[src/hw/timer_ctl_pkg.sv]
// constants, field positions and mode codes of the timer control block
// assumes an 8-bit register port and a 16-bit counter
package timer_ctl_pkg;
  // ==========================================================
  // widths and register offsets
  localparam int          CNT_W          = 16;
  localparam int          REG_W          = 8;
  localparam int          CTRL_W         = 8;
  localparam logic [7:0]  ADDR_CTL_ONE   = 8'h00;
  localparam logic [7:0]  ADDR_CTL_TWO   = 8'h01;
  localparam logic [7:0]  ADDR_SLV_CTL   = 8'h02;
  localparam logic [7:0]  ADDR_RLD_HI    = 8'h10;
  localparam logic [7:0]  ADDR_RLD_LO    = 8'h11;
  localparam logic [7:0]  ADDR_CNT_HI    = 8'h12;
  localparam logic [7:0]  ADDR_CNT_LO    = 8'h13;
  localparam logic [7:0]  ADDR_EVGEN     = 8'h14;
  localparam logic [7:0]  ADDR_STATUS    = 8'h15;
  // ==========================================================
  // reset values and writable masks
  localparam logic [7:0]  CTL_ONE_RST    = 8'h00;
  localparam logic [7:0]  CTL_TWO_RST    = 8'h00;
  localparam logic [7:0]  SLV_CTL_RST    = 8'h00;
  localparam logic [7:0]  CTL_ONE_MASK   = 8'hee;
  localparam logic [7:0]  CTL_TWO_MASK   = 8'h75;
  localparam logic [7:0]  SLV_CTL_MASK   = 8'hf7;
  localparam logic [15:0] RELOAD_RST     = 16'hffff;
  localparam logic [15:0] CNT_ZERO       = 16'h0000;
  localparam logic [15:0] CNT_ONE        = 16'h0001;
  localparam logic [7:0]  BYTE_ZERO      = 8'h00;
  // ==========================================================
  // field positions
  localparam int          RELOAD_PRE_BIT = 7;
  localparam int          ALIGN_LSB      = 5;
  localparam int          DIR_BIT        = 4;
  localparam int          PULSE_BIT      = 3;
  localparam int          USRC_BIT       = 2;
  localparam int          UPDATE_DISABLE_BIT       = 1;
  localparam int          ENABLE_BIT     = 0;
  localparam int          MASTER_LSB     = 4;
  localparam int          COMSRC_BIT     = 2;
  localparam int          CPRE_BIT       = 0;
  localparam int          SYNC_BIT       = 7;
  localparam int          TSRC_LSB       = 4;
  localparam int          SLAVE_LSB      = 0;
  localparam int          EV_UPD_BIT     = 0;
  localparam int          EV_COM_BIT     = 5;
  localparam int          ST_UPD_BIT     = 0;
  // ==========================================================
  // mode codes
  typedef enum logic [1:0] {
    ALIGN_EDGE        = 2'b00,
    ALIGN_CENTER_DN   = 2'b01,
    ALIGN_CENTER_UP   = 2'b10,
    ALIGN_CENTER_BOTH = 2'b11
  } align_e;
  typedef enum logic [2:0] {
    SLV_OFF       = 3'b000,
    SLV_ENC_ONE   = 3'b001,
    SLV_ENC_TWO   = 3'b010,
    SLV_ENC_BOTH  = 3'b011,
    SLV_RESET     = 3'b100,
    SLV_GATED     = 3'b101,
    SLV_TRIGGER   = 3'b110,
    SLV_EXT_CLOCK = 3'b111
  } slave_e;
  typedef enum logic [2:0] {
    MST_RESET  = 3'b000,
    MST_ENABLE = 3'b001,
    MST_UPDATE = 3'b010,
    MST_MATCH  = 3'b011,
    MST_REF1   = 3'b100,
    MST_REF2   = 3'b101,
    MST_REF3   = 3'b110,
    MST_REF4   = 3'b111
  } master_e;
  typedef enum logic [2:0] {
    TRG_INT_ZERO  = 3'b000,
    TRG_RSV_ONE   = 3'b001,
    TRG_RSV_TWO   = 3'b010,
    TRG_INT_THREE = 3'b011,
    TRG_EDGE_ONE  = 3'b100,
    TRG_IN_ONE    = 3'b101,
    TRG_IN_TWO    = 3'b110,
    TRG_EXT       = 3'b111
  } trig_src_e;
endpackage

[src/hw/timer_link_if.sv]
// trigger wires between the timer and its peers (other timers, adc)
// assumes both ends run on the same system clock
`timescale 1ns/1ns
`default_nettype none
interface timer_link_if;
  logic trigger_output;
  logic filtered_input_one;
  logic filtered_input_two;
  logic filtered_external_trigger;
  logic internal_trigger_zero;
  logic internal_trigger_three;
  // ==========================================================
  // one modport per end
  modport timer (
    output trigger_output,
    input  filtered_input_one,
    input  filtered_input_two,
    input  filtered_external_trigger,
    input  internal_trigger_zero,
    input  internal_trigger_three
  );
  modport peer (
    input  trigger_output,
    output filtered_input_one,
    output filtered_input_two,
    output filtered_external_trigger,
    output internal_trigger_zero,
    output internal_trigger_three
  );
endinterface
`default_nettype wire

[src/hw/timer_control_slave.sv]
// counter control, master trigger output and slave controller of a timer
// assumes the link peer runs on sys_clk_in; software follows the mode
// restrictions below, the block does not police them
`timescale 1ns/1ns
`default_nettype none
module timer_control_slave
  import timer_ctl_pkg::*;
(
  input  wire logic              sys_clk_in,
  input  wire logic              rst_n_in,
  input  wire logic              ce_in,
  input  wire logic [7:0]        addr_in,
  input  wire logic [REG_W-1:0]  wdata_in,
  input  wire logic              wr_in,
  input  wire logic              rd_in,
  output logic      [REG_W-1:0]  rdata_out,
  timer_link_if.timer            link,
  input  wire logic [3:0]        compare_ref_in,
  input  wire logic              channel_one_match_in,
  input  wire logic [CTRL_W-1:0] channel_ctrl_in,
  output logic      [CTRL_W-1:0] channel_ctrl_out,
  output logic      [CNT_W-1:0]  counter_out,
  output logic                   update_event_out,
  output logic                   update_irq_out,
  output logic                   compare_allow_out,
  output logic                   counter_running_out
);
  import timer_ctl_pkg::*;
  logic [7:0]       ctl_one_r, ctl_two_r, slv_ctl_r;
  logic             dir_r, cnt_enable_r, update_flag_r;
  logic [CNT_W-1:0] reload_pre_r, reload_act_r, cnt_nxt;
  logic             dir_nxt, ovf, upd_evt, flag_set;
  logic             in_one_d_r, in_two_d_r, trg_now_d_r, trg_cnt_d_r;
  logic             trg_now, trg_cnt, trg_out, trg_rise;
  logic             edge_one, edge_two, enc_pulse, enc_up, go_up, tick;
  logic             sw_upd, sw_com, slave_rst, slave_start, allow;
  logic             ch1_evt, apply_ctrl, hw_dir, center, encoder;
  logic             gated_on;
  align_e           align;
  slave_e           smode;
  master_e          mmode;
  trig_src_e        tsel;
  logic [7:0]       ctl_one_rd;

  // ==========================================================
  // register port decode
  function automatic logic hit(input logic s, input logic [7:0] a,
                               input logic [7:0] want);
    return s && (a == want);
  endfunction

  // trigger input multiplexer; reserved codes give a quiet low
  function automatic logic pick(input trig_src_e s, input logic z,
                                input logic t, input logic ed,
                                input logic a, input logic b,
                                input logic e);
    case (s)
      TRG_INT_ZERO:  return z;
      TRG_INT_THREE: return t;
      TRG_EDGE_ONE:  return ed;
      TRG_IN_ONE:    return a;
      TRG_IN_TWO:    return b;
      TRG_EXT:       return e;
      default:       return 1'b0;
    endcase
  endfunction

  assign align   = align_e'(ctl_one_r[ALIGN_LSB +: 2]);
  assign smode   = slave_e'(slv_ctl_r[SLAVE_LSB +: 3]);
  assign mmode   = master_e'(ctl_two_r[MASTER_LSB +: 3]);
  assign tsel    = trig_src_e'(slv_ctl_r[TSRC_LSB +: 3]);
  assign center  = (align != ALIGN_EDGE);
  // encoder assumed never combined with center modes
  assign encoder = (smode == SLV_ENC_ONE) || (smode == SLV_ENC_TWO) ||
                   (smode == SLV_ENC_BOTH);
  assign hw_dir  = center | encoder;
  assign sw_upd  = hit(wr_in, addr_in, ADDR_EVGEN) & wdata_in[EV_UPD_BIT];
  assign sw_com  = hit(wr_in, addr_in, ADDR_EVGEN) & wdata_in[EV_COM_BIT];

  // ==========================================================
  // trigger path; source assumed stable while in use
  assign edge_one = link.filtered_input_one ^ in_one_d_r;
  assign edge_two = link.filtered_input_two ^ in_two_d_r;
  assign trg_now  = pick(tsel, link.internal_trigger_zero,
                         link.internal_trigger_three, edge_one,
                         link.filtered_input_one, link.filtered_input_two,
                         link.filtered_external_trigger);
  // sync delays own effect, trigger output sees it undelayed
  assign trg_cnt  = slv_ctl_r[SYNC_BIT] ? trg_now_d_r : trg_now;
  assign trg_out  = slv_ctl_r[SYNC_BIT] ? trg_now : trg_now_d_r;
  assign trg_rise = trg_cnt & ~trg_cnt_d_r;
  assign slave_rst   = trg_rise && (smode == SLV_RESET);
  assign slave_start = trg_rise && (smode == SLV_TRIGGER);
  assign gated_on    = (smode == SLV_GATED) && trg_cnt;

  // encoder: direction from the level of the opposite input
  assign enc_up    = edge_two ? ~(link.filtered_input_two ^
                                  link.filtered_input_one)
                              : (link.filtered_input_one ^
                                 link.filtered_input_two);
  assign enc_pulse = ((smode == SLV_ENC_ONE) && edge_two) ||
                     ((smode == SLV_ENC_TWO) && edge_one) ||
                     ((smode == SLV_ENC_BOTH) && (edge_one | edge_two));

  // count tick per slave mode; every mode needs the enable bit
  always_comb begin
    case (smode)
      SLV_OFF:       tick = cnt_enable_r;
      SLV_GATED:     tick = cnt_enable_r & trg_cnt;
      SLV_EXT_CLOCK: tick = cnt_enable_r & trg_rise;
      SLV_ENC_ONE,
      SLV_ENC_TWO,
      SLV_ENC_BOTH:  tick = cnt_enable_r & enc_pulse;
      default:       tick = cnt_enable_r;
    endcase
  end

  // ==========================================================
  // counter next state
  assign go_up = encoder ? enc_up : ~dir_r;
  always_comb begin
    cnt_nxt = counter_out;
    dir_nxt = dir_r;
    ovf     = 1'b0;
    if (encoder && (edge_one || edge_two)) begin
      dir_nxt = ~enc_up;
    end
    if (sw_upd || slave_rst) begin
      // reinit even with updates disabled
      cnt_nxt = (dir_r && !center) ? reload_act_r : CNT_ZERO;
      if (center) begin
        dir_nxt = 1'b0;
      end
    end else if (tick) begin
      if (go_up) begin
        if (counter_out >= reload_act_r) begin
          ovf = 1'b1;
          if (center) begin
            dir_nxt = 1'b1; // turn at the top
            cnt_nxt = reload_act_r - CNT_ONE;
          end else begin
            cnt_nxt = CNT_ZERO;
          end
        end else begin
          cnt_nxt = counter_out + CNT_ONE;
        end
      end else begin
        if (counter_out == CNT_ZERO) begin
          ovf = 1'b1;
          if (center) begin
            dir_nxt = 1'b0; // turn at the bottom
            cnt_nxt = CNT_ONE;
          end else begin
            cnt_nxt = reload_act_r;
          end
        end else begin
          cnt_nxt = counter_out - CNT_ONE;
        end
      end
    end
  end

  // update event and flag qualification
  assign upd_evt  = ~ctl_one_r[UPDATE_DISABLE_BIT] & (ovf | sw_upd | slave_rst);
  assign flag_set = upd_evt & (ovf | ~ctl_one_r[USRC_BIT]);

  // compare flag window per alignment
  always_comb begin
    case (align)
      ALIGN_CENTER_DN: allow = dir_r;
      ALIGN_CENTER_UP: allow = ~dir_r;
      default:         allow = 1'b1;
    endcase
  end
  assign ch1_evt    = channel_one_match_in & allow;
  assign apply_ctrl = sw_com | (ctl_two_r[COMSRC_BIT] & trg_rise);

  // ==========================================================
  // control registers
  always_ff @(posedge sys_clk_in or negedge rst_n_in) begin
    if (!rst_n_in) begin
      ctl_one_r <= CTL_ONE_RST;
      ctl_two_r <= CTL_TWO_RST;
      slv_ctl_r <= SLV_CTL_RST;
    end else if (ce_in) begin
      if (hit(wr_in, addr_in, ADDR_CTL_ONE)) begin
        ctl_one_r <= wdata_in & CTL_ONE_MASK;
      end
      if (hit(wr_in, addr_in, ADDR_CTL_TWO)) begin
        ctl_two_r <= wdata_in & CTL_TWO_MASK;
      end
      if (hit(wr_in, addr_in, ADDR_SLV_CTL)) begin
        slv_ctl_r <= wdata_in & SLV_CTL_MASK;
      end
    end
  end

  // enable bit: hardware stop and start win over a software write
  always_ff @(posedge sys_clk_in or negedge rst_n_in) begin
    if (!rst_n_in) begin
      cnt_enable_r <= 1'b0;
    end else if (ce_in) begin
      if (upd_evt && ctl_one_r[PULSE_BIT]) begin
        cnt_enable_r <= 1'b0;
      end else if (slave_start) begin
        cnt_enable_r <= 1'b1;
      end else if (hit(wr_in, addr_in, ADDR_CTL_ONE)) begin
        cnt_enable_r <= wdata_in[ENABLE_BIT];
      end
    end
  end

  // counter and direction; software direction ignored when hw owns it
  always_ff @(posedge sys_clk_in or negedge rst_n_in) begin
    if (!rst_n_in) begin
      counter_out <= CNT_ZERO;
      dir_r       <= 1'b0;
    end else if (ce_in) begin
      counter_out <= cnt_nxt;
      if (hit(wr_in, addr_in, ADDR_CTL_ONE) && !hw_dir) begin
        dir_r <= wdata_in[DIR_BIT];
      end else begin
        dir_r <= dir_nxt;
      end
    end
  end

  // reload value: direct write or preload copy
  always_ff @(posedge sys_clk_in or negedge rst_n_in) begin
    if (!rst_n_in) begin
      reload_pre_r <= RELOAD_RST;
      reload_act_r <= RELOAD_RST;
    end else if (ce_in) begin
      if (upd_evt && ctl_one_r[RELOAD_PRE_BIT]) begin
        reload_act_r <= reload_pre_r; // shadow load on update
      end
      if (hit(wr_in, addr_in, ADDR_RLD_HI)) begin
        reload_pre_r[15:8] <= wdata_in;
        if (!ctl_one_r[RELOAD_PRE_BIT]) begin
          reload_act_r[15:8] <= wdata_in;
        end
      end
      if (hit(wr_in, addr_in, ADDR_RLD_LO)) begin
        reload_pre_r[7:0] <= wdata_in;
        if (!ctl_one_r[RELOAD_PRE_BIT]) begin
          reload_act_r[7:0] <= wdata_in;
        end
      end
    end
  end

  // update flag: a set in the clearing cycle wins
  always_ff @(posedge sys_clk_in or negedge rst_n_in) begin
    if (!rst_n_in) begin
      update_flag_r <= 1'b0;
    end else if (ce_in) begin
      if (flag_set) begin
        update_flag_r <= 1'b1;
      end else if (hit(wr_in, addr_in, ADDR_STATUS) &&
                   !wdata_in[ST_UPD_BIT]) begin
        update_flag_r <= 1'b0;
      end
    end
  end

  // ==========================================================
  // edge history and outputs
  always_ff @(posedge sys_clk_in or negedge rst_n_in) begin
    if (!rst_n_in) begin
      in_one_d_r          <= 1'b0;
      in_two_d_r          <= 1'b0;
      trg_now_d_r         <= 1'b0;
      trg_cnt_d_r         <= 1'b0;
      update_event_out    <= 1'b0;
      update_irq_out      <= 1'b0;
      compare_allow_out   <= 1'b1;
      counter_running_out <= 1'b0;
    end else if (ce_in) begin
      in_one_d_r          <= link.filtered_input_one;
      in_two_d_r          <= link.filtered_input_two;
      trg_now_d_r         <= trg_now;
      trg_cnt_d_r         <= trg_cnt;
      update_event_out    <= upd_evt;
      update_irq_out      <= flag_set;
      compare_allow_out   <= allow;
      counter_running_out <= cnt_enable_r | gated_on;
    end
  end

  // channel control bits: immediate or held until apply
  always_ff @(posedge sys_clk_in or negedge rst_n_in) begin
    if (!rst_n_in) begin
      channel_ctrl_out <= BYTE_ZERO;
    end else if (ce_in) begin
      if (!ctl_two_r[CPRE_BIT] || apply_ctrl) begin
        channel_ctrl_out <= channel_ctrl_in;
      end
    end
  end

  // trigger output, registered so peers see a clean level
  always_ff @(posedge sys_clk_in or negedge rst_n_in) begin
    if (!rst_n_in) begin
      link.trigger_output <= 1'b0;
    end else if (ce_in) begin
      case (mmode)
        MST_RESET:  link.trigger_output <= sw_upd | slave_rst;
        MST_ENABLE: link.trigger_output <= cnt_enable_r |
            ((smode == SLV_GATED) & trg_out);
        MST_UPDATE: link.trigger_output <= upd_evt;
        MST_MATCH:  link.trigger_output <= ch1_evt;
        MST_REF1:   link.trigger_output <= compare_ref_in[0];
        MST_REF2:   link.trigger_output <= compare_ref_in[1];
        MST_REF3:   link.trigger_output <= compare_ref_in[2];
        MST_REF4:   link.trigger_output <= compare_ref_in[3];
        default:    link.trigger_output <= 1'b0;
      endcase
    end
  end

  // ==========================================================
  // read port: data only in the cycle after the strobe
  always_comb begin
    ctl_one_rd             = ctl_one_r;
    ctl_one_rd[DIR_BIT]    = dir_r;
    ctl_one_rd[ENABLE_BIT] = cnt_enable_r;
  end
  always_ff @(posedge sys_clk_in or negedge rst_n_in) begin
    if (!rst_n_in) begin
      rdata_out <= BYTE_ZERO;
    end else if (ce_in) begin
      rdata_out <= BYTE_ZERO;
      if (rd_in) begin
        case (addr_in)
          ADDR_CTL_ONE: rdata_out <= ctl_one_rd;
          ADDR_CTL_TWO: rdata_out <= ctl_two_r;
          ADDR_SLV_CTL: rdata_out <= slv_ctl_r;
          ADDR_RLD_HI:  rdata_out <= reload_act_r[15:8];
          ADDR_RLD_LO:  rdata_out <= reload_act_r[7:0];
          ADDR_CNT_HI:  rdata_out <= counter_out[15:8];
          ADDR_CNT_LO:  rdata_out <= counter_out[7:0];
          ADDR_STATUS:  rdata_out <= {7'h00, update_flag_r};
          default:      rdata_out <= BYTE_ZERO;
        endcase
      end
    end
  end
endmodule
`default_nettype wire

[src/flat_wrapper.sv]
// flat-port wrapper written by rule: the top's interface ports become plain ports
module timer_control_slave_flat import timer_ctl_pkg::*;
  (sys_clk_in, rst_n_in, ce_in, addr_in, wdata_in, wr_in, rd_in, rdata_out, compare_ref_in, channel_one_match_in, channel_ctrl_in, channel_ctrl_out, counter_out, update_event_out, update_irq_out, compare_allow_out, counter_running_out, link_trigger_output, link_filtered_input_one, link_filtered_input_two, link_filtered_external_trigger, link_internal_trigger_zero, link_internal_trigger_three);
  timer_link_if link_i ();
  input  wire logic sys_clk_in;
  input  wire logic rst_n_in;
  input  wire logic ce_in;
  input  wire logic [7:0] addr_in;
  input  wire logic [REG_W-1:0] wdata_in;
  input  wire logic wr_in;
  input  wire logic rd_in;
  output logic      [REG_W-1:0] rdata_out;
  input  wire logic [3:0] compare_ref_in;
  input  wire logic channel_one_match_in;
  input  wire logic [CTRL_W-1:0] channel_ctrl_in;
  output logic      [CTRL_W-1:0] channel_ctrl_out;
  output logic      [CNT_W-1:0] counter_out;
  output logic update_event_out;
  output logic update_irq_out;
  output logic compare_allow_out;
  output logic counter_running_out;
  output wire logic [$bits(link_i.trigger_output)-1:0] link_trigger_output;
  input wire logic [$bits(link_i.filtered_input_one)-1:0] link_filtered_input_one;
  input wire logic [$bits(link_i.filtered_input_two)-1:0] link_filtered_input_two;
  input wire logic [$bits(link_i.filtered_external_trigger)-1:0] link_filtered_external_trigger;
  input wire logic [$bits(link_i.internal_trigger_zero)-1:0] link_internal_trigger_zero;
  input wire logic [$bits(link_i.internal_trigger_three)-1:0] link_internal_trigger_three;
  assign link_trigger_output = link_i.trigger_output;
  assign link_i.filtered_input_one = link_filtered_input_one;
  assign link_i.filtered_input_two = link_filtered_input_two;
  assign link_i.filtered_external_trigger = link_filtered_external_trigger;
  assign link_i.internal_trigger_zero = link_internal_trigger_zero;
  assign link_i.internal_trigger_three = link_internal_trigger_three;
  timer_control_slave u_core (.sys_clk_in(sys_clk_in), .rst_n_in(rst_n_in), .ce_in(ce_in), .addr_in(addr_in), .wdata_in(wdata_in), .wr_in(wr_in), .rd_in(rd_in), .rdata_out(rdata_out), .link(link_i), .compare_ref_in(compare_ref_in), .channel_one_match_in(channel_one_match_in), .channel_ctrl_in(channel_ctrl_in), .channel_ctrl_out(channel_ctrl_out), .counter_out(counter_out), .update_event_out(update_event_out), .update_irq_out(update_irq_out), .compare_allow_out(compare_allow_out), .counter_running_out(counter_running_out));
endmodule
[config.mk]
export PLATFORM = sky130hd
export DESIGN_NAME = timer_control_slave_flat
export DESIGN_NICKNAME = d
export VERILOG_FILES = /design/src/hw/timer_ctl_pkg.sv /design/src/hw/timer_link_if.sv /design/src/hw/timer_control_slave.sv /design/src/flat_wrapper.sv
export SDC_FILE = /design/constraint.sdc
export NUM_CORES = 1
export LEC_CHECK = 0
export BUFFER_PORTS_ARGS = -buffer_cell sky130_fd_sc_hd__clkbuf_2
export CORE_ASPECT_RATIO = 1.4
export CORE_UTILIZATION = 54
export CTS_BUF_LIST = sky130_fd_sc_hd__clkbuf_16
export DETAILED_ROUTE_END_ITERATION = 8
export MAX_ROUTING_LAYER = met4
export PLACE_DENSITY_LB_ADDON = 0.25
export REMOVE_ABC_BUFFERS = 1
export SKIP_LAST_GASP = 1
export SYNTH_ARGS = -nofsm -noshare
export SYNTH_HDL_FRONTEND = slang
export SYNTH_SLANG_ARGS = --single-unit
export TNS_END_PERCENT = 20
[constraint.sdc]
create_clock -name sys_clk_in -period 3.1 [get_ports sys_clk_in]
set_input_delay 0.465 -clock sys_clk_in [delete_from_list [all_inputs] [get_ports sys_clk_in]]
set_output_delay 0.465 -clock sys_clk_in [all_outputs]
set_load 0.01 [all_outputs]
==> metrics.sh, run 1 <==
FINAL_NET_COUNT=905
DETAIL_ROUTE.WL_PER_CELL_UM=22.8
VIAS_PER_CELL=6.63
DETAIL_ROUTE.DRC_VIOLATIONS=0
YS_ASYNC_SR_FRACTION_PCT=100
CLK_ROOT_BUFFER_CELL='sky130_fd_sc_hd__clkbuf_16'
CTS_BUFFER_DEPTH=2
DRT-PASS1-ITER-COUNT=7
WORST_SLEW_PIN_SLEW_NS=0.814
FINAL_MAX_SLEW_VIOL_COUNT=0
PERIOD_SHARE_PCT=97.6
NORMALIZED_MAX_SLEW_MARGIN_PCT=45.4
PORT-BUFFER-COUNT=75
SYNTH_AREA_UM2=6640
CLOCK_TREE_FROM_TRITONCTS='done'
YS.FLOP_TYPE='sky130_fd_sc_hd__dfrtp_1'
WORST_EP_ARRIVAL_TIME_NS=3.31
CLKLATENCYLATEPIN_NS=0.36
R2R_SLACK_NS=0.07
YOSYS.AREA.TOP_TYPE='sky130_fd_sc_hd__dfrtp_1'
GRT_PASS1_VIAS=6347
WORST-PATH-BUF-INV=2
CPLARGESTDELAYFAMILY='compound AO/OA/AOI/OAI gates'
EDFF_COUNT_SYNTH=0
POWER_mW=4.98
TIMING.MAX_CAP.VIOLATIONS=0
SYNTH.YOSYS.WARNINGS=0
MIN-DELAY-PATH-CLASS='in -> async'
POSTSYNTHREGISTERBITS=94
SYN2LAYOUT_AREA_GROWTH_PCT=15.8
TIMING.CRITICAL_PATH.TO_TYPE='flop'
FP.COREAREA_UM2=11900
CTS_HTREE_LEVELS=3
START_KIND='flop'
N_ANTENNA_CELL=0
SYNTHTOPCELLSBYAREA='sky130_fd_sc_hd__dfrtp_1 (23%), sky130_fd_sc_hd__dfstp_2 (13%), sky130_fd_sc_hd__mux2_2 (6.3%)'
HOLD_VIOL_FINAL=0
POST_DP_HPWL_MM=17.1
RD_PLACE_CONGESTION=0.997
FINAL_COMMON_CELL='sky130_fd_sc_hd__nand2_1'
CRIT_FANOUT=28
PERIOD_NEEDED_NS=3.03
CP_SLOWEST_STAGE_DELAY_NS=0.62
MULTI_INPUT_AREA_UM2=3830
CLKSLEWWORSTSETUPHOLDPATHS_NS=0.07
YS_TYPES=77
TRACK_USAGE_PCT=38.1
DRIVE_ABOVE_1_SHARE_PCT=27.6
LARGEST_NET_DEGREE_AT_THE_START_OF_GLOBAL_ROUTING=49
CTS_MADE_BUFFERS=9
CLOCK-SKEW-FINAL_NS=0.0142
STATUS='complete, no violations'
CRIT_PATH_CELLS='inv_1 -> ha_1 -> a21oi_1 -> nand2_1 -> a211oi_1 -> a21oi_1 -> buf_4 -> o221a_2 -> o211a_4 -> and2_1 -> a211o_1'
IO-PIN-COUNT=76
MOST-COMMON-LAYOUT-CELLS='sky130_fd_sc_hd__nand2_1 (81), sky130_fd_sc_hd__clkbuf_2 (74), sky130_fd_sc_hd__dfrtp_1 (61)'
TIMING.FMAX_GHz=0.331
WORSTSETUPPATHTYPE='reg -> reg'
DIEWIDTH_UM=95.7
DIE-AREA_UM2=12700
FRACTION_OF_SYNTHESIZED_CELL_AREA_TAKEN_BY_THE_TOP_AREA_CELL_TYPE_PCT=23.0
GRT_OVERFLOW=0
CLKSINKCOUNT=94
GRT_ANTENNA_BEFORE_REPAIR=0
POWERDENSITY_nW_PER_UM2=648
YOSYSSEQAREASHARE_PCT=36.1
DIE_HEIGHT_UM=133
WORST_PATH_MOST_REPEATED_CELL='sky130_fd_sc_hd__a21oi_1'
SYN_AREA_PER_CELL_UM2=8.72
INITIAL_CORE_UTIL_PCT=55.9
CP_SLOWEST_CELL='sky130_fd_sc_hd__dfstp_2'
REGAREA_UM2=2390
REQUIRED_TIME_WORST_ENDPOINT_NS=3.38
ANTENNA_LEFT=0
FINAL.FILL_COUNT=1035
DRT_ITER0_MARKERS=602
VIAS=6601
FLOORPLAN.ROWS=47
GRT_SETUP_UNREPAIRED='yes'
FIRST_PASS_GRT_WIRE_LENGTH_MM=34.9
NETLIST_INSTANCES=761
POWER.IR.VDD_WORST_V=0.000352
FINAL.SETUP.TNS_NS=0
SETUP_VIOLATIONS=0
DETAIL_ROUTE.WIRELENGTH_MM=22.7
POWER.STATIC_LEAKAGE_nW=3.30
## final cells by class
cell class	count	area share [%]
multi-input combinational	564	49.8
inverter	43	2.10
timing repair buffer	132	10.6
clock inverter	7	0.960
sequential	94	31.1
tap	147	2.39
clock buffer	9	2.93
## per-stage QoR
stage | cell area (um^2) | setup slack, ns | std cells | hold WS (ns) | util (%)
2_1_floorplan | 6370 | -0.113 | 701 | 0.169 | -
3_3_place_gp | 7370 | 0.121 | 979 | 0.464 | 62.0
3_5_place_dp | 7370 | 0.0934 | 979 | 0.470 | 62.0
4_1_cts | 7670 | 0.0668 | 995 | 0.168 | 64.5
5_1_grt | 7690 | -0.00585 | 996 | 0.194 | 64.7
6_report | 7690 | 0.0747 | 996 | 0.154 | 64.7
## sequential cells by signal, summed over array words and instances (netlist names), 5 cells and up
name and cells:
u_core.reload_pre_r 16, u_core.slv_ctl_r 7, u_core.ctl_two_r 5, u_core.reload_act_r 16
u_core.ctl_one_r 6, u_core.rdata_out 8, u_core.channel_ctrl_out 8, u_core.counter_out 16
## cell families (layout without fill, tap and decap cells)
group                      after synthesis  in the layout  share of synthesized area (%)
and+or+nand+nor                        254            254                           19.2
DFF                                     94             94                           36.1
AOI/OAI and AO/OA                      208            208                           22.0
buffers and inverters                  103            191                           6.45
xor gates and xnor gates                34             34                           4.49
muxes                                   46             46                           7.63
adders and majority gates               22             22                           4.15
## layer usage
layer,track usage (%),routed length [um]
met4,26.8,1690
met2,59.8,10900
met3,5.48,1680
met5,-,0
met1,44.0,8390
## report_power, final
group	leakage, nW	total, mW	internal, mW	switching [mW]
sequential	1.09	1.65	1.40	0.242
clock	0.148	1.13	0.573	0.560
combinational	2.06	2.20	0.913	1.29
total	3.30	4.98	2.89	2.09
## Yosys cell counts, drive strengths merged (5+ instances only)
| library cell | n |
|---|---|
| a21oi | 32 |
| a211o | 10 |
| o2bb2ai | 9 |
| clkbuf | 38 |
| a221oi | 7 |
| nand4 | 6 |
| nor4 | 13 |
| nor2b | 5 |
| and2 | 9 |
| mux2 | 37 |
| mux2i | 9 |
| o21ai | 42 |
| a211oi | 9 |
| dfrtp | 61 |
| a31oi | 20 |
| xor2 | 8 |
| nand3 | 20 |
| nor2 | 59 |
| a222oi | 5 |
| dfstp | 33 |
| a22oi | 21 |
| and3 | 5 |
| nand2 | 81 |
| xnor2 | 26 |
| o211ai | 8 |
| ha | 22 |
| or3 | 11 |
| inv | 43 |
| buf | 22 |
| nor3 | 22 |
## worst reg2reg max path: cells and delay by family (launching register included)
kind / cells / cell delay (ns)
AO/OA/AOI/OAI: 6 / 1.46
flip-flops: 1 / 0.62
adder cells (fa/ha/maj): 1 / 0.33
buffers and inverters: 2 / 0.29
AND/OR/NAND/NOR: 2 / 0.28
## path summary, 6_finish.rpt
kind / startpoint / cells past startpoint / endpoint
hold reg to reg: u_core.reload_pre_r[5] / 2 / u_core.reload_act_r[5]
min in group sys_clk_in: channel_ctrl_in[5] / 2 / u_core.channel_ctrl_out[5]
hold / removal: rst_n_in / 1 / u_core.counter_out[12]
setup reg to reg: u_core.reload_act_r[10] / 11 / u_core.reload_act_r[3]
max in group asynchronous: rst_n_in / 2 / u_core.reload_act_r[11]
setup / recovery: u_core.reload_act_r[10] / 11 / u_core.reload_act_r[3]
## what timing repair did
item,in CTS,in global routing
hold buffers,0,0
setup buffers,0,1
gates resized for setup,0,2
endpoints found under the setup margin,0,14
Note: power is estimated with default switching activity, not from simulation.
==> run 2, diff against run 1 <==
--- a/config.mk
+++ b/config.mk
@@ -11,7 +11,7 @@
 export CTS_BUF_LIST = sky130_fd_sc_hd__clkbuf_16
 export DETAILED_ROUTE_END_ITERATION = 8
 export MAX_ROUTING_LAYER = met4
-export PLACE_DENSITY_LB_ADDON = 0.25
+export PLACE_DENSITY_LB_ADDON = 0.08
 export REMOVE_ABC_BUFFERS = 1
 export SKIP_LAST_GASP = 1
 export SYNTH_ARGS = -nofsm -noshare
==> run 2 against run 1 <==
  * Flip-flop and latch count unchanged
  * Sequential share of layout area is 0.11 points higher
  * Combinational power down 2%
  * Largest cell class unchanged
  * Largest power group unchanged
==> metrics.sh, run 2 (synthesis results as in run 1) <==
POWER.SHARE.SWITCHING_PCT=41.8  # -0.094 points
WORST-PATH-BUF-INV=1  # -1
POWER.STATIC_LEAKAGE_nW=3.26  # -1.2%
ANTENNA_LEFT=0  # unchanged
POWERDENSITY_nW_PER_UM2=645  # -0.47%
COMBINATIONALPOWERSHARE_PCT=43.6  # -0.6 points
LARGEST_NET_DEGREE_AT_THE_START_OF_GLOBAL_ROUTING=95  # +94%
LAYOUT_TOP_REGISTERS='u_core.counter_out: 16 flops, u_core.reload_act_r: 16 flops, u_core.reload_pre_r: 16 flops'
CPLARGESTDELAYFAMILY='compound AO/OA/AOI/OAI gates'
INITIAL_CORE_UTIL_PCT=55.9  # unchanged
DETAIL_ROUTE.WIRELENGTH_MM=22.8  # +0.64%
FLOORPLAN.ROWS=47  # unchanged
CP_SLOWEST_STAGE_DELAY_NS=0.62  # about the same
DIEWIDTH_UM=95.7  # unchanged
SYN2LAYOUT_AREA_GROWTH_PCT=15.4
WORST_EP_ARRIVAL_TIME_NS=3.20  # -0.11 ns
DIE_HEIGHT_UM=133  # unchanged
HOLD_VIOL_FINAL=0  # unchanged
TIMING.FMAX_GHz=0.342  # +3.6%
FINAL.FILL_COUNT=1059  # +2.3%
CLKSINKCOUNT=94  # unchanged
MOST-COMMON-LAYOUT-CELLS='sky130_fd_sc_hd__nand2_1 (81), sky130_fd_sc_hd__clkbuf_2 (74), sky130_fd_sc_hd__dfrtp_1 (61)'
START_KIND='flop'
FINAL_COMMON_CELL='sky130_fd_sc_hd__nand2_1'
CTS_HTREE_LEVELS=3  # unchanged
STATUS='complete, no violations'
DETAIL_ROUTE.WL_PER_CELL_UM=23.0  # +1.2%
FINAL_MAX_SLEW_VIOL_COUNT=0  # unchanged
DPL.CELL_COUNT=974  # -0.51%
PORT-BUFFER-COUNT=75  # unchanged
MIN-DELAY-PATH-CLASS='in -> async'
PERIOD_NEEDED_NS=2.92  # -0.104 ns
NORMALIZED_MAX_SLEW_MARGIN_PCT=50.9  # +5.5 points
POWER_mW=4.94  # -0.82%
WORST_SLEW_PIN_SLEW_NS=0.730  # -0.0835 ns
FP.COREAREA_UM2=11900  # unchanged
FIRST_PASS_GRT_WIRE_LENGTH_MM=35.8  # +2.6%
POWER.SHARE.CLOCK_PCT=23.0  # +0.2 points
GRT_OVERFLOW=0  # unchanged
CRIT_FANOUT=32  # +14%
CLKSLEWWORSTSETUPHOLDPATHS_NS=0.07  # about the same
IO-PIN-COUNT=76  # unchanged
CTS_HOLD_BUF=0  # unchanged
DRT-PASS1-ITER-COUNT=5  # -2
DETAIL_ROUTE.DRC_VIOLATIONS=0  # unchanged
CTS_MADE_BUFFERS=9  # unchanged
VIAS_PER_CELL=6.57  # -0.87%
CLOCK-SKEW-FINAL_NS=0.0152  # +0.000977 ns
PERIOD_SHARE_PCT=94.2  # -3.4 points
LAYOUTNONFILLERINSTCOUNT=990  # -0.60%
RD_PLACE_CONGESTION=0.991  # -0.52%
INTPOWER_mW=2.87  # -0.66%
NET-SWITCHING-POWER_mW=2.07  # -1.0%
POWER.IR.VDD_WORST_V=0.000317  # -10%
CRIT_PATH_CELLS='inv_1 -> ha_1 -> a21oi_1 -> nor2_1 -> a211oi_1 -> a21oi_2 -> o221a_2 -> o211a_4 -> and2_1 -> a211o_1'
DRT_ITER0_MARKERS=575  # -4.5%
CTS_BUFFER_DEPTH=2  # unchanged
POSTLAYOUTCOREUTIL_PCT=64.5  # -0.23 points
POST_DP_HPWL_MM=17.1  # +0.27%
DRIVE_ABOVE_1_SHARE_PCT=26.9  # -0.63 points
VIAS=6504  # -1.5%
REQUIRED_TIME_WORST_ENDPOINT_NS=3.38  # about the same
TRACK_USAGE_PCT=38.9  # +0.80 points
CP_SLOWEST_CELL='sky130_fd_sc_hd__dfstp_2'
SETUP_VIOLATIONS=0  # unchanged
CLKLATENCYLATEPIN_NS=0.36  # about the same
GRT_ANTENNA_BEFORE_REPAIR=0  # unchanged
TIMING.MAX_CAP.VIOLATIONS=0  # unchanged
FINAL_NET_COUNT=899  # -0.66%
WORSTSETUPPATHTYPE='reg -> reg'
CLOCK_TREE_FROM_TRITONCTS='done'
CLK_ROOT_BUFFER_CELL='sky130_fd_sc_hd__clkbuf_16'
DIE-AREA_UM2=12700  # unchanged
GRT_SETUP_UNREPAIRED='no'
P_SEQ_SHARE_PCT=33.4  # +0.3 points
GRT_PASS1_VIAS=6522  # +2.8%
TIMING.CRITICAL_PATH.TO_TYPE='flop'
N_ANTENNA_CELL=0  # unchanged
run 2: cell count changes in the layout (fill, tap and decap cells not counted), sizes merged:
cell	previous run	this run
inv	48	46
clkinvlp	0	1
buf	58	52
clkinv	2	3
run 2: power groups by stage:
stage               Sequential [mW]  Combinational (mW)  Clock (mW)
finish                         1.65                2.15        1.13
global route                   1.66                2.35        1.19
CTS                            1.64                2.11        1.14
detailed placement             1.66                2.10           0
global placement               1.65                2.07           0
floorplan                      1.76                1.08           0
run 2: area by class of cell:
type	instances	area, um^2	area share, %
Sequential cell	94	2390	31.3
Inverter	43	161	2.11
Tap cell	147	184	2.40
Timing Repair Buffer	126	798	10.4
Multi-Input combinational cell	564	3820	49.9
Clock inverter	7	75.1	0.980
Clock buffer	9	225	2.94
run 2: path summary, 6_finish.rpt:
path	startpoint	end	slack (ns)	cells past startpoint
worst max-delay path	u_core.reload_act_r[7]	u_core.reload_act_r[3]	0.18	10
worst min-delay path	rst_n_in	u_core.counter_out[13]	0.12	2
worst max register to register	u_core.reload_act_r[7]	u_core.reload_act_r[3]	0.18	10
worst min register to register	u_core.reload_pre_r[14]	u_core.reload_pre_r[14]	0.49	2
max in group asynchronous	rst_n_in	u_core.reload_act_r[13]	2.51	2
min in group sys_clk_in	channel_ctrl_in[0]	u_core.channel_ctrl_out[0]	0.34	2
run 2: stage by stage:
| stage | setup slack, ns | hold slack (ns) | TNS [ns] | area (um^2) |
|---|---|---|---|---|
| floorplan | -0.113 | 0.169 | -0.543 | 6370 |
| global placement | 0.225 | 0.468 | 0 | 7350 |
| detailed placement | 0.163 | 0.472 | 0 | 7350 |
| CTS | 0.140 | 0.177 | 0 | 7650 |
| global route | 0.0155 | 0.173 | 0 | 7660 |
| finish | 0.179 | 0.121 | 0 | 7660 |
run 2: repair_timing:
item / in CTS / in global routing
resized for setup: 0 / 1
hold endpoints to repair: 0 / 0
setup buffers: 0 / 0
setup endpoints to repair: 0 / 3
run 2: per-layer routing:
layer  routed length, um  part of all wire (%)  vias up  GRT usage (%)
met2               11000                    48      344           62.0
met1                8830                    39     3129           45.7
met4                1500                   6.6        0           24.3
li1                    -                     -     2931              -
met3                1460                   6.4      100           5.14
met5                   0                     0        -              -
==> run 3, diff against run 2 <==
--- a/config.mk
+++ b/config.mk
@@ -11,7 +11,7 @@
 export CTS_BUF_LIST = sky130_fd_sc_hd__clkbuf_16
 export DETAILED_ROUTE_END_ITERATION = 8
 export MAX_ROUTING_LAYER = met4
-export PLACE_DENSITY_LB_ADDON = 0.08
+export PLACE_DENSITY = 0.78
 export REMOVE_ABC_BUFFERS = 1
 export SKIP_LAST_GASP = 1
 export SYNTH_ARGS = -nofsm -noshare
==> run 3 against run 2 <==
  * Worst hold slack improved by 0.11 ns
  * Utilization rose by 0.81 points
  * Sequential share of layout area fell by 0.39 points
  * Register-to-register slack got worse by 0.10 ns
  * Worst setup slack got worse by 0.10 ns
  * Final area rose by 1.3%
  * Global-route usage fell by 0.36 points
==> metrics.sh, run 3 (synthesis results as in run 1) <==
DRT-PASS1-ITER-COUNT=6  # +1
TRACK_USAGE_PCT=38.5  # -0.36 points
HOLD_VIOL_FINAL=0  # unchanged
CLOCK_TREE_FROM_TRITONCTS='done'
DIE_HEIGHT_UM=133  # unchanged
LARGEST_NET_DEGREE_AT_THE_START_OF_GLOBAL_ROUTING=73  # -23%
POSTLAYOUTCELLAREA_UM2=7750  # +1.3%
POWER.IR.VDD_WORST_V=0.000354  # +12%
CTS_BUFFER_DEPTH=2  # unchanged
CLK_ROOT_BUFFER_CELL='sky130_fd_sc_hd__clkbuf_16'
FINAL.FILL_COUNT=1015  # -4.2%
POST_DP_HPWL_MM=17.2  # about the same
DETAIL_ROUTE.WL_PER_CELL_UM=22.8  # -1.2%
GRT_PASS1_VIAS=6460  # -0.95%
SYN2LAYOUT_AREA_GROWTH_PCT=16.8
MOST-COMMON-LAYOUT-CELLS='sky130_fd_sc_hd__nand2_1 (81), sky130_fd_sc_hd__clkbuf_2 (74), sky130_fd_sc_hd__dfrtp_1 (61)'
CTS_HTREE_LEVELS=3  # unchanged
WORST_EP_ARRIVAL_TIME_NS=3.30  # +0.10 ns
START_KIND='flop'
GRT_OVERFLOW=0  # unchanged
VIAS=6655  # +2.3%
REQUIRED_TIME_WORST_ENDPOINT_NS=3.37  # about the same
STATUS='complete, no violations'
FINAL_MAX_SLEW_VIOL_COUNT=0  # unchanged
DPL-INSTANCE-AREA_UM2=7410  # +0.82%
PERIOD_SHARE_PCT=97.6  # +3.4 points
DRT_ITER0_MARKERS=641  # +11%
RD_PLACE_CONGESTION=0.977  # -1.4%
CLKSLEWWORSTSETUPHOLDPATHS_NS=0.08  # about the same
MULTI_INPUT_AREA_UM2=3830  # +0.33%
HOLD-WORST-SLACK_NS=0.227  # +0.105 ns
SETUP_VIOLATIONS=0  # unchanged
MIN-DELAY-PATH-CLASS='in -> async'
POWER_mW=5.00  # +1.3%
TIMING.MAX_CAP.VIOLATIONS=0  # unchanged
CTS_MADE_BUFFERS=9  # unchanged
LAYOUTNONFILLERINSTCOUNT=999  # +0.91%
INITIAL_CORE_UTIL_PCT=55.9  # unchanged
DIE-AREA_UM2=12700  # unchanged
DIEWIDTH_UM=95.7  # unchanged
R2R_SLACK_NS=0.07  # -0.10 ns
NORMALIZED_MAX_SLEW_MARGIN_PCT=37.5  # -13 points
TIMING.CRITICAL_PATH.TO_TYPE='flop'
N_ANTENNA_CELL=0  # unchanged
FINAL.SETUP.TNS_NS=0  # unchanged
REGAREA_UM2=2390  # unchanged
POWERDENSITY_nW_PER_UM2=645  # about the same
DRIVE_ABOVE_1_SHARE_PCT=27.7  # +0.77 points
WORST_SLEW_PIN_SLEW_NS=0.937  # +0.207 ns
GRT_ANTENNA_BEFORE_REPAIR=0  # unchanged
GRT_SETUP_UNREPAIRED='yes'
ANTENNA_LEFT=0  # unchanged
VIAS_PER_CELL=6.66  # +1.4%
DETAIL_ROUTE.WIRELENGTH_MM=22.7  # -0.28%
DP_WORST_SETUP_SLACK_NS=0.0738  # -0.0890 ns
DPL.CELL_COUNT=982  # +0.82%
FIRST_PASS_GRT_WIRE_LENGTH_MM=35.8  # -0.15%
IO-PIN-COUNT=76  # unchanged
WORSTSETUPPATHTYPE='reg -> reg'
POSTLAYOUTCOREUTIL_PCT=65.3  # +0.81 points
CLKSINKCOUNT=94  # unchanged
LAYOUT_TOP_REGISTERS='u_core.counter_out: 16 flops, u_core.reload_act_r: 16 flops, u_core.reload_pre_r: 16 flops'
FP.COREAREA_UM2=11900  # unchanged
CTS_HOLD_BUF=0  # unchanged
TIMING.FMAX_GHz=0.331  # -3.4%
PERIOD_NEEDED_NS=3.03  # +0.104 ns
FLOORPLAN.ROWS=47  # unchanged
FINAL_NET_COUNT=908  # +1.0%
POWER.STATIC_LEAKAGE_nW=3.33  # +2.1%
POSTLAYOUTSETUPSLACKWORST_NS=0.0749  # -0.104 ns
FINAL_COMMON_CELL='sky130_fd_sc_hd__nand2_1'
CRIT_FANOUT=21  # -34%
PORT-BUFFER-COUNT=75  # unchanged
CLKLATENCYLATEPIN_NS=0.35  # about the same
CLOCK-SKEW-FINAL_NS=0.0118  # -0.00343 ns
DETAIL_ROUTE.DRC_VIOLATIONS=0  # unchanged
## run 3: path summary, 6_finish.rpt
kind,startpoint,to,cells after the start
setup / recovery,u_core.reload_act_r[10],u_core.reload_act_r[1],11
hold / removal,rst_n_in,u_core.rdata_out[7],1
setup reg to reg,u_core.reload_act_r[10],u_core.reload_act_r[1],11
hold reg to reg,u_core.rdata_out[0],u_core.rdata_out[0],1
max in group asynchronous,rst_n_in,u_core.counter_out[4],2
min in group sys_clk_in,channel_ctrl_in[2],u_core.channel_ctrl_out[2],2
## run 3: layout make-up
type / instances / area share [%]
clock buffer: 10 / 3.23
clock inverter: 6 / 0.855
inverter: 43 / 2.08
multi-input combinational: 564 / 49.4
sequential: 94 / 30.9
tap: 147 / 2.37
timing repair buffer: 135 / 11.2
## run 3: timing repair
item,CTS,global route
setup endpoints to repair,0,5
resized for setup,0,3
buffers inserted,0,1
## run 3: where the power goes
part / internal [mW] / switching, mW
Clock: 0.680 / 0.515
Sequential: 1.40 / 0.230
Combinational: 0.912 / 1.26
## run 3: critical path: stages (launching register included)
cell                       delay [ns]
sky130_fd_sc_hd__dfstp_2         0.58
sky130_fd_sc_hd__inv_1           0.11
sky130_fd_sc_hd__ha_1            0.32
sky130_fd_sc_hd__a21oi_1         0.15
sky130_fd_sc_hd__nand2_1         0.07
sky130_fd_sc_hd__a211oi_1        0.33
sky130_fd_sc_hd__a21oi_2         0.13
sky130_fd_sc_hd__o221a_2         0.32
sky130_fd_sc_hd__o211a_4         0.31
sky130_fd_sc_hd__buf_4           0.18
sky130_fd_sc_hd__and2_1          0.15
sky130_fd_sc_hd__a211o_1         0.27
## run 3: layer usage
| layer | vias to the layer above | wire length [um] | global-route usage (%) |
|---|---|---|---|
| li1 | 2960 | - | - |
| met1 | 3153 | 8440 | 46.4 |
| met2 | 423 | 10900 | 59.4 |
| met3 | 119 | 1820 | 5.71 |
| met4 | 0 | 1630 | 25.0 |
| met5 | - | 0 | - |
